### src/common/mrps_params.svh
// Constants of the multi-rail power sequencer: offsets, fields, timing.
// Assumes a 100 MHz pclk and a 32-bit APB register bus.
// Behaviour
// - Up to ten rails, each switched by its own enable output.
// - Sequence-on starts from control line pin or OPERATION on command.
// - Pin-only trigger: pin assertion sequences on, deassertion sequences off.
// - Auto-enable ignores command and pin; rails start once dependencies met.
// - Monitored rail good above power-good-on, until below power-good-off.
// - Unmonitored rail good after turn-on delay plus max turn-on time.
// - Unmonitored rail off after turn-off delay plus off warn time.
// - Monitor-only rail is never driven on.
// - Rail enables a set time after its enabled on-triggers all hold.
// - Turn-on and turn-off delays are limited to 3276 ms.
// - Command off or pin deassertion disables after delay; not monitor-only.
// - Parent rails falling or input pin level disable after delay.
// - Undervoltage, overvoltage or max turn-on fault turns rail off.
// - Fault-shutdown slave turns off after delay when master faults.
// - Max turn-on time in 1 ms steps; zero disables the limit.
// - Each rail either switches off at once or sequences off.
// - Turn-off delay starts on pin release, soft-stop or master fault.
// - Rail shutdown cascades to other rails; fault shutdown also to other controllers.
`ifndef MRPS_PARAMS_SVH
`define MRPS_PARAMS_SVH

// Timing
`define MRPS_CLK_HZ       100000000
`define MRPS_TICK_MS      1
`define MRPS_TICK_CYCLES  (`MRPS_CLK_HZ / 1000 * `MRPS_TICK_MS)
`define MRPS_DLY_MAX_MS   12'hCCC
`define MRPS_NUM_RAILS    10

// Global register byte offsets
`define MRPS_OFF_CTRL      12'h000
`define MRPS_OFF_RAIL_EN   12'h004
`define MRPS_OFF_RAIL_GOOD 12'h008
`define MRPS_OFF_TON_FAULT 12'h00C

// Rail block: byte address 0x100 + rail * 0x10 + word * 4
`define MRPS_RAIL_PAGE    4'h1
`define MRPS_W_CFG        2'h0
`define MRPS_W_PARENT     2'h1
`define MRPS_W_DELAY      2'h2
`define MRPS_W_LIMIT      2'h3

// Control register fields and reset values
`define MRPS_CTRL_OP_ON   0
`define MRPS_CTRL_AUTO    1
`define MRPS_CTRL_PIN_LOW 2
`define MRPS_CTRL_RST     3'h0
`define MRPS_WORD_RST     32'h0000_0000

`endif

### src/common/mrps_pkg.sv
// Types of the multi-rail power sequencer.
// Assumes nothing of its surroundings.
package mrps_pkg;

  // Rail sequencing states
  typedef enum logic [1:0] {
    st_off      = 2'b00,
    st_on_wait  = 2'b01,
    st_on       = 2'b10,
    st_off_wait = 2'b11
  } mrps_state_t;

  // Per-rail configuration word
  typedef struct packed {
    logic [8:0] rsvd;
    logic       casc_out;
    logic       casc_in;
    logic       gpi_off_lvl;
    logic       gpi_on_lvl;
    logic [2:0] gpi_sel;
    logic [3:0] master;
    logic       slave;
    logic       immediate;
    logic       off_gpi;
    logic       off_parent;
    logic       off_pin;
    logic       off_op;
    logic       on_gpi;
    logic       on_parent;
    logic       on_pin;
    logic       on_op;
    logic       monitor_only;
    logic       monitored;
  } mrps_cfg_t;

  // Two 12-bit millisecond fields in one word
  typedef struct packed {
    logic [3:0]  rsvd_hi;
    logic [11:0] hi;
    logic [3:0]  rsvd_lo;
    logic [11:0] lo;
  } mrps_pair_t;

  // Parent rail masks: on mask low, off mask high
  typedef struct packed {
    logic [5:0] rsvd_hi;
    logic [9:0] off_mask;
    logic [5:0] rsvd_lo;
    logic [9:0] on_mask;
  } mrps_mask_t;

endpackage

### src/verilog/mrps_sequencer.sv
// Multi-rail power sequencer: APB registers, tick, per-rail sequencers.
// Assumes rail comparator and fault inputs arrive asynchronously.
//
// Design decisions made here: the register offsets and the APB slave port.
`timescale 1ns/1ps
`include "mrps_params.svh"

module mrps_sequencer #(
  parameter int N_RAILS     = `MRPS_NUM_RAILS,
  parameter int TICK_CYCLES = `MRPS_TICK_CYCLES
) (
  // Clock, reset, enable
  input  wire logic                pclk,
  input  wire logic                presetn,
  input  wire logic                clk_en,
  // APB slave
  input  wire logic                psel,
  input  wire logic                penable,
  input  wire logic                pwrite,
  input  wire logic [11:0]         paddr,
  input  wire logic [31:0]         pwdata,
  output logic      [31:0]         prdata,
  output logic                     pready,
  output logic                     pslverr,
  // Pins and rail monitors
  input  wire logic                control_line_pin,
  input  wire logic [7:0]          general_input_pin,
  input  wire logic [N_RAILS-1:0]  rail_above_on,
  input  wire logic [N_RAILS-1:0]  rail_below_off,
  input  wire logic [N_RAILS-1:0]  rail_uv_fault,
  input  wire logic [N_RAILS-1:0]  rail_ov_fault,
  input  wire logic                cascade_in,
  // Rail enables and cascade
  output logic      [N_RAILS-1:0]  rail_enable,
  output logic                     cascade_out
);

  localparam int SW = 10 + 8 + 4 * N_RAILS;

  // Clamp a delay field to the longest legal delay
  function automatic logic [11:0] sat_ms(input logic [11:0] v);
    sat_ms = (v > `MRPS_DLY_MAX_MS) ? `MRPS_DLY_MAX_MS : v;
  endfunction

  // True once a tick count has passed its limit; zero means no wait
  // Passing, not reaching, so a partial first tick never shortens it
  function automatic logic ms_done(input logic [11:0] n,
                                   input logic [11:0] lim);
    ms_done = (lim == 12'h000) || (n > lim) || (n == 12'hFFF);
  endfunction

  // True when addr selects word w of rail r
  function automatic logic rail_hit(input logic [11:0] a,
                                    input int r,
                                    input logic [1:0] w);
    rail_hit = (a[11:8] == `MRPS_RAIL_PAGE) &&
               (a[7:4] == 4'(r)) && (a[3:2] == w);
  endfunction

  // Synchroniser stages for every asynchronous input
  logic [SW-1:0] sync1;
  logic [SW-1:0] sync2;
  wire  [SW-1:0] async_in = {cascade_in, control_line_pin,
                             general_input_pin, rail_above_on,
                             rail_below_off, rail_uv_fault,
                             rail_ov_fault, 8'h00};

  // Two-flop synchroniser
  always_ff @(posedge pclk or negedge presetn) begin
    if (!presetn) begin
      sync1 <= '0;
      sync2 <= '0;
    end else if (clk_en) begin
      sync1 <= async_in;
      sync2 <= sync1;
    end
  end

  // Unpacked synchronised inputs
  wire               casc_s  = sync2[SW-1];
  wire               pin_s   = sync2[SW-2];
  wire [7:0]         gpi_s   = sync2[SW-3 -: 8];
  wire [N_RAILS-1:0] above_s = sync2[8+4*N_RAILS-1 -: N_RAILS];
  wire [N_RAILS-1:0] below_s = sync2[8+3*N_RAILS-1 -: N_RAILS];
  wire [N_RAILS-1:0] uv_s    = sync2[8+2*N_RAILS-1 -: N_RAILS];
  wire [N_RAILS-1:0] ov_s    = sync2[8+N_RAILS-1 -: N_RAILS];

  // Millisecond tick
  logic [16:0] tick_cnt;
  logic        tick;
  wire         tick_wrap = (tick_cnt == 17'(TICK_CYCLES - 1));

  // Free-running millisecond divider
  always_ff @(posedge pclk or negedge presetn) begin
    if (!presetn) begin
      tick_cnt <= 17'h00000;
      tick     <= 1'b0;
    end else if (clk_en) begin
      tick_cnt <= tick_wrap ? 17'h00000 : tick_cnt + 17'h00001;
      tick     <= tick_wrap;
    end
  end

  // APB phase decode
  logic [2:0] ctrl;
  wire        acc     = psel & penable & ~pready;
  wire        fire    = psel & penable & pready;
  wire        glb_pg  = (paddr[11:4] == 8'h00);
  wire        rail_pg = (paddr[11:8] == `MRPS_RAIL_PAGE) &&
                        (paddr[7:4] < 4'(N_RAILS));
  wire        hit     = glb_pg | rail_pg;
  wire        wr      = fire & pwrite & ~pslverr;
  wire        wr_ctrl = wr && (paddr == `MRPS_OFF_CTRL);
  wire        wr_tonf = wr && (paddr == `MRPS_OFF_TON_FAULT);

  // APB answer: one wait state, registered outputs
  logic [31:0] rd_data;
  always_ff @(posedge pclk or negedge presetn) begin
    if (!presetn) begin
      pready  <= 1'b0;
      prdata  <= `MRPS_WORD_RST;
      pslverr <= 1'b0;
    end else if (clk_en) begin
      pready  <= acc;
      prdata  <= acc ? rd_data : `MRPS_WORD_RST;
      pslverr <= acc & ~hit;
    end
  end

  // Global control register
  always_ff @(posedge pclk or negedge presetn) begin
    if (!presetn) begin
      ctrl <= `MRPS_CTRL_RST;
    end else if (clk_en && wr_ctrl) begin
      ctrl <= pwdata[2:0];
    end
  end

  // Global command terms
  wire auto_en = ctrl[`MRPS_CTRL_AUTO];
  wire op_on   = ctrl[`MRPS_CTRL_OP_ON];
  wire pin_on  = pin_s ^ ctrl[`MRPS_CTRL_PIN_LOW];

  // Per-rail register storage
  mrps_pkg::mrps_cfg_t  cfg    [N_RAILS];
  mrps_pkg::mrps_mask_t parent [N_RAILS];
  mrps_pkg::mrps_pair_t dly    [N_RAILS];
  mrps_pkg::mrps_pair_t lim    [N_RAILS];

  // Per-rail status vectors
  logic [N_RAILS-1:0] good;
  logic [N_RAILS-1:0] tonf;
  logic [N_RAILS-1:0] fault_now;
  logic [N_RAILS-1:0] foff;
  logic [N_RAILS-1:0] casc_sel;

  // Read selection
  wire [11:0] rsel = {paddr[11:2], 2'b00};
  wire [3:0]  ridx = paddr[7:4];

  // Words of the addressed rail, flattened before the select
  wire [31:0] cfg_word = cfg[ridx];
  wire [31:0] par_word = parent[ridx];
  wire [31:0] dly_word = dly[ridx];
  wire [31:0] lim_word = lim[ridx];
  wire [31:0] rail_word =
    (paddr[3:2] == `MRPS_W_CFG)    ? cfg_word :
    (paddr[3:2] == `MRPS_W_PARENT) ? par_word :
    (paddr[3:2] == `MRPS_W_DELAY)  ? dly_word : lim_word;
  assign rd_data =
    (rsel == `MRPS_OFF_CTRL)      ? {29'h0, ctrl}             :
    (rsel == `MRPS_OFF_RAIL_EN)   ? 32'(rail_enable)          :
    (rsel == `MRPS_OFF_RAIL_GOOD) ? 32'(good)                 :
    (rsel == `MRPS_OFF_TON_FAULT) ? 32'(tonf)                 :
    rail_pg                       ? rail_word : `MRPS_WORD_RST;

  // Cascade out to other controllers
  always_ff @(posedge pclk or negedge presetn) begin
    if (!presetn) begin
      cascade_out <= 1'b0;
    end else if (clk_en) begin
      cascade_out <= |(foff & casc_sel);
    end
  end

  // One sequencer per rail
  genvar i;
  generate
    for (i = 0; i < N_RAILS; i++) begin : g_rail
      mrps_pkg::mrps_state_t state;
      mrps_pkg::mrps_state_t next_state;
      logic [11:0]           cnt;
      logic [11:0]           elap;
      mrps_pkg::mrps_cfg_t   c;
      mrps_pkg::mrps_mask_t  m;

      assign c           = cfg[i];
      assign m           = parent[i];
      assign casc_sel[i] = c.casc_out;

      // Delay and limit fields
      wire [11:0] ton_dly  = dly[i].lo;
      wire [11:0] toff_dly = dly[i].hi;
      wire [11:0] ton_max  = lim[i].lo;
      wire [11:0] toff_max = lim[i].hi;

      // On-trigger terms
      wire par_on  = &(good | ~m.on_mask[N_RAILS-1:0]);
      wire gpi_on  = gpi_s[c.gpi_sel] == c.gpi_on_lvl;
      wire any_on  = auto_en | c.on_op | c.on_pin |
                     c.on_parent | c.on_gpi;
      wire cmd_on  = any_on & ~c.monitor_only &
                     (auto_en | ~c.on_op  | op_on) &
                     (auto_en | ~c.on_pin | pin_on) &
                     (~c.on_parent | par_on) &
                     (~c.on_gpi | gpi_on);

      // Off-trigger terms
      wire par_off = |(~good & m.off_mask[N_RAILS-1:0]);
      wire gpi_off = gpi_s[c.gpi_sel]
                     == c.gpi_off_lvl;
      wire go_off  = (c.off_op  & ~auto_en & ~op_on) |
                     (c.off_pin & ~auto_en & ~pin_on) |
                     (c.off_parent & par_off) |
                     (c.off_gpi & gpi_off) |
                     (c.casc_in & casc_s) |
                     foff[i];

      // Master fault seen by a slave rail
      wire mst_ok  = c.slave && (c.master < 4'(N_RAILS));
      wire mst_flt = mst_ok && fault_now[c.master];

      // Turn-on fault: good not reached within nonzero limit
      wire ton_to  = (state == mrps_pkg::st_on) && c.monitored &&
                     (ton_max != 12'h000) &&
                     ms_done(elap, ton_max) && ~good[i];
      assign fault_now[i] = (rail_enable[i] & (uv_s[i] | ov_s[i]))
                            | ton_to;

      // Sequencer next state
      always_comb begin
        next_state = state;
        case (state)
          mrps_pkg::st_off: begin
            if (cmd_on && !go_off) begin
              next_state = mrps_pkg::st_on_wait;
            end
          end
          mrps_pkg::st_on_wait: begin
            if (!cmd_on || go_off) begin
              next_state = mrps_pkg::st_off;
            end else if (ms_done(cnt, ton_dly)) begin
              next_state = mrps_pkg::st_on;
            end
          end
          mrps_pkg::st_on: begin
            if (go_off) begin
              next_state = (c.immediate || toff_dly == 12'h000)
                           ? mrps_pkg::st_off
                           : mrps_pkg::st_off_wait;
            end
          end
          mrps_pkg::st_off_wait: begin
            if (ms_done(cnt, toff_dly)) begin
              next_state = mrps_pkg::st_off;
            end
          end
          default: next_state = mrps_pkg::st_off;
        endcase
      end

      // State, delay counter and elapsed counter
      always_ff @(posedge pclk or negedge presetn) begin
        if (!presetn) begin
          state <= mrps_pkg::st_off;
          cnt   <= 12'h000;
          elap  <= 12'h000;
        end else if (clk_en) begin
          state <= next_state;
          if (next_state != state) begin
            cnt <= 12'h000;
          end else if (tick && cnt != 12'hFFF) begin
            cnt <= cnt + 12'h001;
          end
          // Elapsed time restarts on entering on or off
          if ((state == mrps_pkg::st_on_wait &&
               next_state == mrps_pkg::st_on) ||
              (state != mrps_pkg::st_off &&
               next_state == mrps_pkg::st_off)) begin
            elap <= 12'h000;
          end else if (tick && elap != 12'hFFF) begin
            elap <= elap + 12'h001;
          end
        end
      end

      // Enable output follows the sequencer
      always_ff @(posedge pclk or negedge presetn) begin
        if (!presetn) begin
          rail_enable[i] <= 1'b0;
        end else if (clk_en) begin
          rail_enable[i] <= (next_state == mrps_pkg::st_on) ||
                            (next_state == mrps_pkg::st_off_wait);
        end
      end

      // Power-good tracking
      always_ff @(posedge pclk or negedge presetn) begin
        if (!presetn) begin
          good[i] <= 1'b0;
        end else if (clk_en) begin
          if (c.monitored) begin
            if (above_s[i]) begin
              good[i] <= 1'b1;
            end else if (below_s[i]) begin
              good[i] <= 1'b0;
            end
          end else if (state == mrps_pkg::st_on &&
                       ms_done(elap, ton_max)) begin
            good[i] <= 1'b1;
          end else if (state == mrps_pkg::st_off &&
                       ms_done(elap, toff_max)) begin
            good[i] <= 1'b0;
          end
        end
      end

      // Fault shutdown latch and turn-on fault flag
      always_ff @(posedge pclk or negedge presetn) begin
        if (!presetn) begin
          foff[i] <= 1'b0;
          tonf[i] <= 1'b0;
        end else if (clk_en) begin
          // Latch holds until the rail is off and unrequested
          if (fault_now[i] || mst_flt) begin
            foff[i] <= 1'b1;
          end else if (state == mrps_pkg::st_off && !cmd_on) begin
            foff[i] <= 1'b0;
          end
          if (ton_to) begin
            tonf[i] <= 1'b1;
          end else if (wr_tonf && pwdata[i]) begin
            tonf[i] <= 1'b0;
          end
        end
      end

      // Rail registers written over APB
      always_ff @(posedge pclk or negedge presetn) begin
        if (!presetn) begin
          cfg[i]    <= `MRPS_WORD_RST;
          parent[i] <= `MRPS_WORD_RST;
          dly[i]    <= `MRPS_WORD_RST;
          lim[i]    <= `MRPS_WORD_RST;
        end else if (clk_en && wr) begin
          if (rail_hit(paddr, i, `MRPS_W_CFG)) begin
            cfg[i] <= {9'h000, pwdata[22:0]};
          end
          if (rail_hit(paddr, i, `MRPS_W_PARENT)) begin
            parent[i] <= {6'h00, pwdata[25:16], 6'h00, pwdata[9:0]};
          end
          if (rail_hit(paddr, i, `MRPS_W_DELAY)) begin
            dly[i] <= {4'h0, sat_ms(pwdata[27:16]),
                       4'h0, sat_ms(pwdata[11:0])};
          end
          if (rail_hit(paddr, i, `MRPS_W_LIMIT)) begin
            lim[i] <= {4'h0, pwdata[27:16], 4'h0, pwdata[11:0]};
          end
        end
      end
    end
  endgenerate

endmodule
### config.mk
export PLATFORM = sky130hd
export DESIGN_NAME = mrps_sequencer
export DESIGN_NICKNAME = d
export VERILOG_FILES = /design/src/common/mrps_pkg.sv /design/src/verilog/mrps_sequencer.sv
export VERILOG_INCLUDE_DIRS = /design/src /design/src/common
export SDC_FILE = /design/constraint.sdc
export NUM_CORES = 2
export LEC_CHECK = 0
export BUFFER_PORTS_ARGS = -buffer_cell sky130_fd_sc_hd__buf_2
export CORE_MARGIN = 5
export CORE_UTILIZATION = 30
export CTS_BUF_LIST = sky130_fd_sc_hd__clkbuf_8
export DETAILED_ROUTE_END_ITERATION = 8
export PLACE_DENSITY = 0.46
export RECOVER_POWER = 50
export SYNTH_ARGS = -nofsm -noshare
export SYNTH_HDL_FRONTEND = slang
export SYNTH_SLANG_ARGS = --single-unit
### constraint.sdc
create_clock -name pclk -period 4.6 [get_ports pclk]
set_clock_uncertainty 0.05 [all_clocks]
set_input_delay 0.23 -clock pclk [delete_from_list [all_inputs] [get_ports pclk]]
set_output_delay 0.23 -clock pclk [all_outputs]
set_load 0.01 [all_outputs]
# Yosys cells after proc, flatten, opt, wreduce, memory -nomap -nowiden
# Index checks and enable logic that the tools add are counted.
[op_classes]
eq_ne = 148
n_mux = 264
magnitude_cmp = 74
bitwise = 407
n_reduce_logical = 601
addsub = 21
[ops]
columns = ["op", "count"]
rows = [
  ["$mux W32", 17],
  ["$bmux W32 S4", 4],
  ["$logic_not A12 Y1", 42],
  ["$mux W12", 42],
  ["$gt A12 B12 Y1", 40],
  ["$add A12 B1 Y12 const B", 20],
  ["$eq A12 B12 Y1 const B", 20],
  ["$ne A12 B12 Y1 const B", 20],
  ["$logic_and A1 B1 Y1", 205],
  ["$or A1 B1 Y1", 171],
  ["$reduce_and A2 Y1", 80],
  ["$and A1 B1 Y1", 136],
  ["$logic_or A1 B1 Y1", 130],
  ["$mux W2", 60],
  ["$reduce_bool A12 Y1", 10],
  ["$and A10 B10 Y10", 11],
  ["$mux W1", 110],
  ["$not A10 Y10", 11],
  ["$reduce_or A10 Y1", 11],
  ["$or A10 B10 Y10", 10],
  ["$reduce_and A10 Y1", 10],
  ["$reduce_bool A2 Y1", 50],
  ["$eq A2 B2 Y1 const B", 42],
  ["$pmux W2 S4", 10],
  ["30 further kinds", 253],
]
[totals]
register_bits = 1366
in_bits = 100
word_cells = 1834
output_inout_bits = 45

# Longest topological paths before layout
[depth]
depth_word = 18
depth_mapped = 14
mapped_depth_nobuf = 11

# Worst setup path before layout
# Ideal clock, no wire load.
[synth_path]
path_kind = "register -> register"
startpoint = "register sync2[49]"
endpoint = "register g_rail[0].cnt[9]"
required_time_ns = 4.429
setup_slack_ns = 1.367
n_path_buf = 1
setup_ns = 0.121
t_arrival_ns = 3.062
stages_incl_launch_ff = 11
period_less_slack_ns = 3.233
cell_sequence = "dfrtp_1 -> buf_6 -> mux4_1 -> mux2i_2 -> mux2i_1 -> or4_1 -> o41a_1 -> a211o_1 -> a32o_2 -> and3_1 -> o22a_1"
[synth_via]
elab_chain_cells = 14
word_cells_on_any_way = 22
cone_classes = "eq/ne: 3; mux: 7; bitwise: 6; reduce/logical: 6"
[synth_rtl]
columns = ["item", "line", "source"]
rows = [
  ["start: declaration", "mrps_sequencer.sv:62", "logic [SW-1:0] sync2;"],
  ["start signal: assignment", "mrps_sequencer.sv:75", "sync2 <= sync1;"],
  ["$bmux W1 S3 (*)", "mrps_sequencer.sv:209, mrps_sequencer.sv:220", ""],
  ["$mux W1 (implied by the code) (*)", "mrps_sequencer.sv:209, mrps_sequencer.sv:220", ""],
  ["$eq A1 B1 Y1", "mrps_sequencer.sv:221", "== c.gpi_off_lvl;"],
  ["$and A1 B1 Y1", "mrps_sequencer.sv:225", "(c.off_gpi & gpi_off) |"],
  ["$or A1 B1 Y1", "mrps_sequencer.sv:224", "(c.off_parent & par_off) |"],
  ["$or A1 B1 Y1", "mrps_sequencer.sv:225", ""],
  ["$or A1 B1 Y1", "mrps_sequencer.sv:226", "(c.casc_in & casc_s) |"],
  ["$logic_not A1 Y1", "mrps_sequencer.sv:245", "if (cmd_on && !go_off) begin"],
  ["$logic_and A1 B1 Y1", "mrps_sequencer.sv:245", ""],
  ["$mux W2", "mrps_sequencer.sv:245", ""],
  ["$pmux W2 S4 (*)", "mrps_sequencer.sv:243", "case (state)"],
  ["$ne A2 B2 Y1 (*)", "mrps_sequencer.sv:280", "if (next_state != state) begin"],
  ["$reduce_bool A2 Y1 (no line)", "n/a", ""],
  ["$reduce_and A2 Y1 (no line)", "n/a", ""],
  ["end signal: assignment", "mrps_sequencer.sv:283", "cnt <= cnt + 12'h001;"],
  ["end: declaration", "mrps_sequencer.sv:192", "logic [11:0] cnt;"],
]
# Every way passes the cells marked *; elsewhere a longest branch is shown, timed or not. The select of a mux whose other input is x is not followed.
# A chain may end at the register's enable or synchronous reset.

# Final worst setup path
[layout_path]
startpoint = "input port clk_en"
endpoint = "register foff[9]"
[layout_via]
elab_chain_cells = 1
[layout_rtl]
columns = ["item", "line", "source"]
rows = [
  ["start: declaration", "mrps_sequencer.sv:15", "input wire logic clk_en,"],
  ["$reduce_and A2 Y1 (no line)", "n/a", ""],
  ["end signal: indexed assignment", "mrps_sequencer.sv:331", "foff[i] <= 1'b0;"],
  ["end signal: indexed assignment", "mrps_sequencer.sv:336", "foff[i] <= 1'b1;"],
  ["end signal: indexed assignment", "mrps_sequencer.sv:338", "foff[i] <= 1'b0;"],
  ["end: declaration", "mrps_sequencer.sv:154", "logic [N_RAILS-1:0] foff;"],
]
# No other way between the ends.

==> results.cfg <==
[status]
status = finished, violations left
violations = capacitance limit, slew limit

[logic_synthesis]
synth_area_sq_um = 79920
yosys.area.top_type = dfrtp_1
synthArstFlopShare_pct = 100.0
synth_most_common_cell = dfrtp_1
synthTopCellsByCount = dfrtp_1, mux2_2, nand2_1
yosysWarnings = 0
syn_area_per_cell_sq_um = 10.45
synthCells = 7651
synth_area_leaders = dfrtp_1, mux2_2, ha_1
ys_seq_area_share_pct = 42.61
synth_edf_count = 0
yosysTopAreaCellShare_pct = 42.61
ys_ff_latch = 1361
synth_flop_cell = dfrtp_1
ys_types = 92

[timing]
setup_ws_ns = 0.1398
maxSlewViolCount = 607
max_freq_mhz = 224.2
min_period_ns = 4.460
period_share_pct = 96.96
tns_ns = 0
relSlewSlack_pct = -121.6
hold_viol = 0
tightestPinTransition_ns = 3.324
whs_ns = 0.09381
setup_viol = 0
rsz0062_at_grt = false

[clocking]
cts_root_buf = clkbuf_8
clock_latency_ns = 1.09
clk_pin_slew_ns = 0.06
numCtsBuffers = 282
clk_path_buf_depth = 4
h-tree-depth = 5
cts_tree = yes
clkSinkCount = 1361

[critical_path]
endpoint_kind = flip-flop
start_kind = input port
cp_top_family = buffers and inverters
crit_chain = dlygate4sd3_1 -> buf_8 -> clkbuf_1 -> nand3_1 -> a2bb2oi_1 -> o21ai_0
path_class = in2reg
arrival_ns = 5.30
crit_path_max_fanout = 45
cp_data_required_time_ns = 5.44
crit_slowest_cell = clkbuf_1
crit_buf_inv = 3
max_stage_delay_ns = 2.34

[final_layout]
fin_area_sq_um = 92640
post_layout_nonfiller_instances = 11830
utilization_pct = 34.95
areaGrowthSynthToFinish_pct = 15.91
fin_nets = 8703
drive_gt1_share_pct = 21.61

[power_and_ir_drop]
p_per_area_nw_per_um2 = 310.0
ir_drop_mv = 0.2908
pwr-share-comb_pct = 12.4
switching_share_pct = 30.05
power.total_mw = 28.72
power_leakage_nw = 42.68
switchingPower_mw = 8.630
clkPwrFrac_pct = 43.5
p_int_mw = 20.09
pwr-share-seq_pct = 44.1

[floorplanning]
die_y_microns = 526.1
core_area_sq_um = 265100
start_util_pct = 30.15
io_pins = 145
die_area_sq_um = 276800
rows = 189
dieWidth_microns = 526.1

[place]
dpl_cell_area_sq_um = 85920
place.gp.congestion = 0.9843
place_hpwl_mm = 259.1
pre_cts_slack_ns = 0.2431
portBuffers = 136
dpl.cell_count = 11200

[grt]
grt_pass1_wl_mm = 495.5
antenna_found_initial = 30
overflow = 0
grt_max_degree = 159
grt.total_usage_pct = 24.70
grt_pass1_vias = 65050

[detailed_routing]
drc = 0
ant_nets = 0
avgRoutedWirePerCell_microns = 29.56
totalWireLength_mm = 349.6
vias_per_cell = 5.583
dr.pass1.iters = 6
first_iter_violations = 6122
vias = 66030

[flow_run]
maxCapViolCount = 7

[hold_path]
hp-class = in2reg
final cells by class:
| cell class | count | area [sq um] |
|---|---|---|
| fillers | 26560 | 172500 |
| well taps | 3533 | 4420 |
| diodes | 23 | 57.56 |
| multi-input cells | 5334 | 42360 |
| clock buffers | 339 | 4666 |
| clock inverters | 114 | 581.8 |
| inverters | 557 | 2092 |
| repair buffers | 566 | 4399 |
| flip-flops and latches | 1361 | 34060 |
power by group through the flow:
| stage | combinational, mW | sequential, mW | clock [mW] |
|---|---|---|---|
| global placement | 3.37 | 12.8 | 0 |
| floorplan | 1.56 | 12.6 | 0 |
| finish | 3.56 | 12.7 | 12.5 |
| global route | 3.72 | 12.7 | 13.3 |
| detailed placement | 3.40 | 12.9 | 0 |
| CTS | 3.52 | 12.6 | 12.8 |
cells in the final DEF (no fill, tap or decap), types with 182 or more instances in the layout:
master and count:
dfrtp_1 1361, a21oi_1 255, mux4_2 199, nand4_1 182, nand2_1 668, o21ai_0 514
nor2_1 445, buf_4 253, mux2_2 740, ha_1 501, inv_1 642, clkbuf_8 339
flip-flops by register name (all words and copies together), names as in the netlist, 20 cells and up:
name             flops
g_rail.state        20
sync2               50
prdata              28
g_rail.toff_max    120
sync1               50
g_rail.elap        120
cfg                220
g_rail.cnt         120
g_rail.toff_dly    120
g_rail.ton_dly     120
g_rail.m           200
g_rail.ton_max     120
final timing paths:
path	from	to	slack (ns)	cells after the start
worst max-delay path	clk_en	foff[9]	0.14	6
worst min-delay path	pwrite	ctrl[2]	0.09	6
worst max register to register	good[6]	g_rail[6].cnt[11]	0.17	10
worst min register to register	tick_cnt[4]	tick_cnt[4]	0.43	1
max in group asynchronous	presetn	g_rail[3].m[25]	0.46	4
min in group asynchronous	presetn	g_rail[2].ton_max[9]	2.29	4
cell families (layout without fill, tap and decap cells):
group	after synthesis	after routing	share of synthesized area, %
and+or+nand+nor	2024	2024	12.24
AOI/OAI and AO/OA	1519	1519	12.33
DFF	1361	1361	42.61
muxes	1069	1069	17.97
buffers and inverters	959	1576	4.615
adders and majority gates	501	501	7.843
xor gates and xnor gates	217	217	2.378
other	1	27	0.004692
tightest hold or removal path: cells and delay by family:
kind / cells / cell delay [ns]
simple gates: 3 / 0.47
mux: 1 / 0.17
buf+inv: 2 / 0.27
what timing repair did:
action | CTS | global route
gates resized for setup | 0 | 2
hold buffers | 152 | 0
hold endpoints to repair | 1889 | 0
endpoints found under the setup margin | 0 | 10
buffers inserted | 0 | 0
metal layers:
layer,up-vias,wire length (microns),track usage (%),part of all wire [%]
met3,777,29830,6.791,8.5
met5,-,84,0,0.024
met4,12,23810,14.36,6.8
met2,2773,149200,36.50,43
li1,28790,-,-,-
met1,33670,146700,32.43,42
Note: power is estimated with default switching activity, not from simulation.
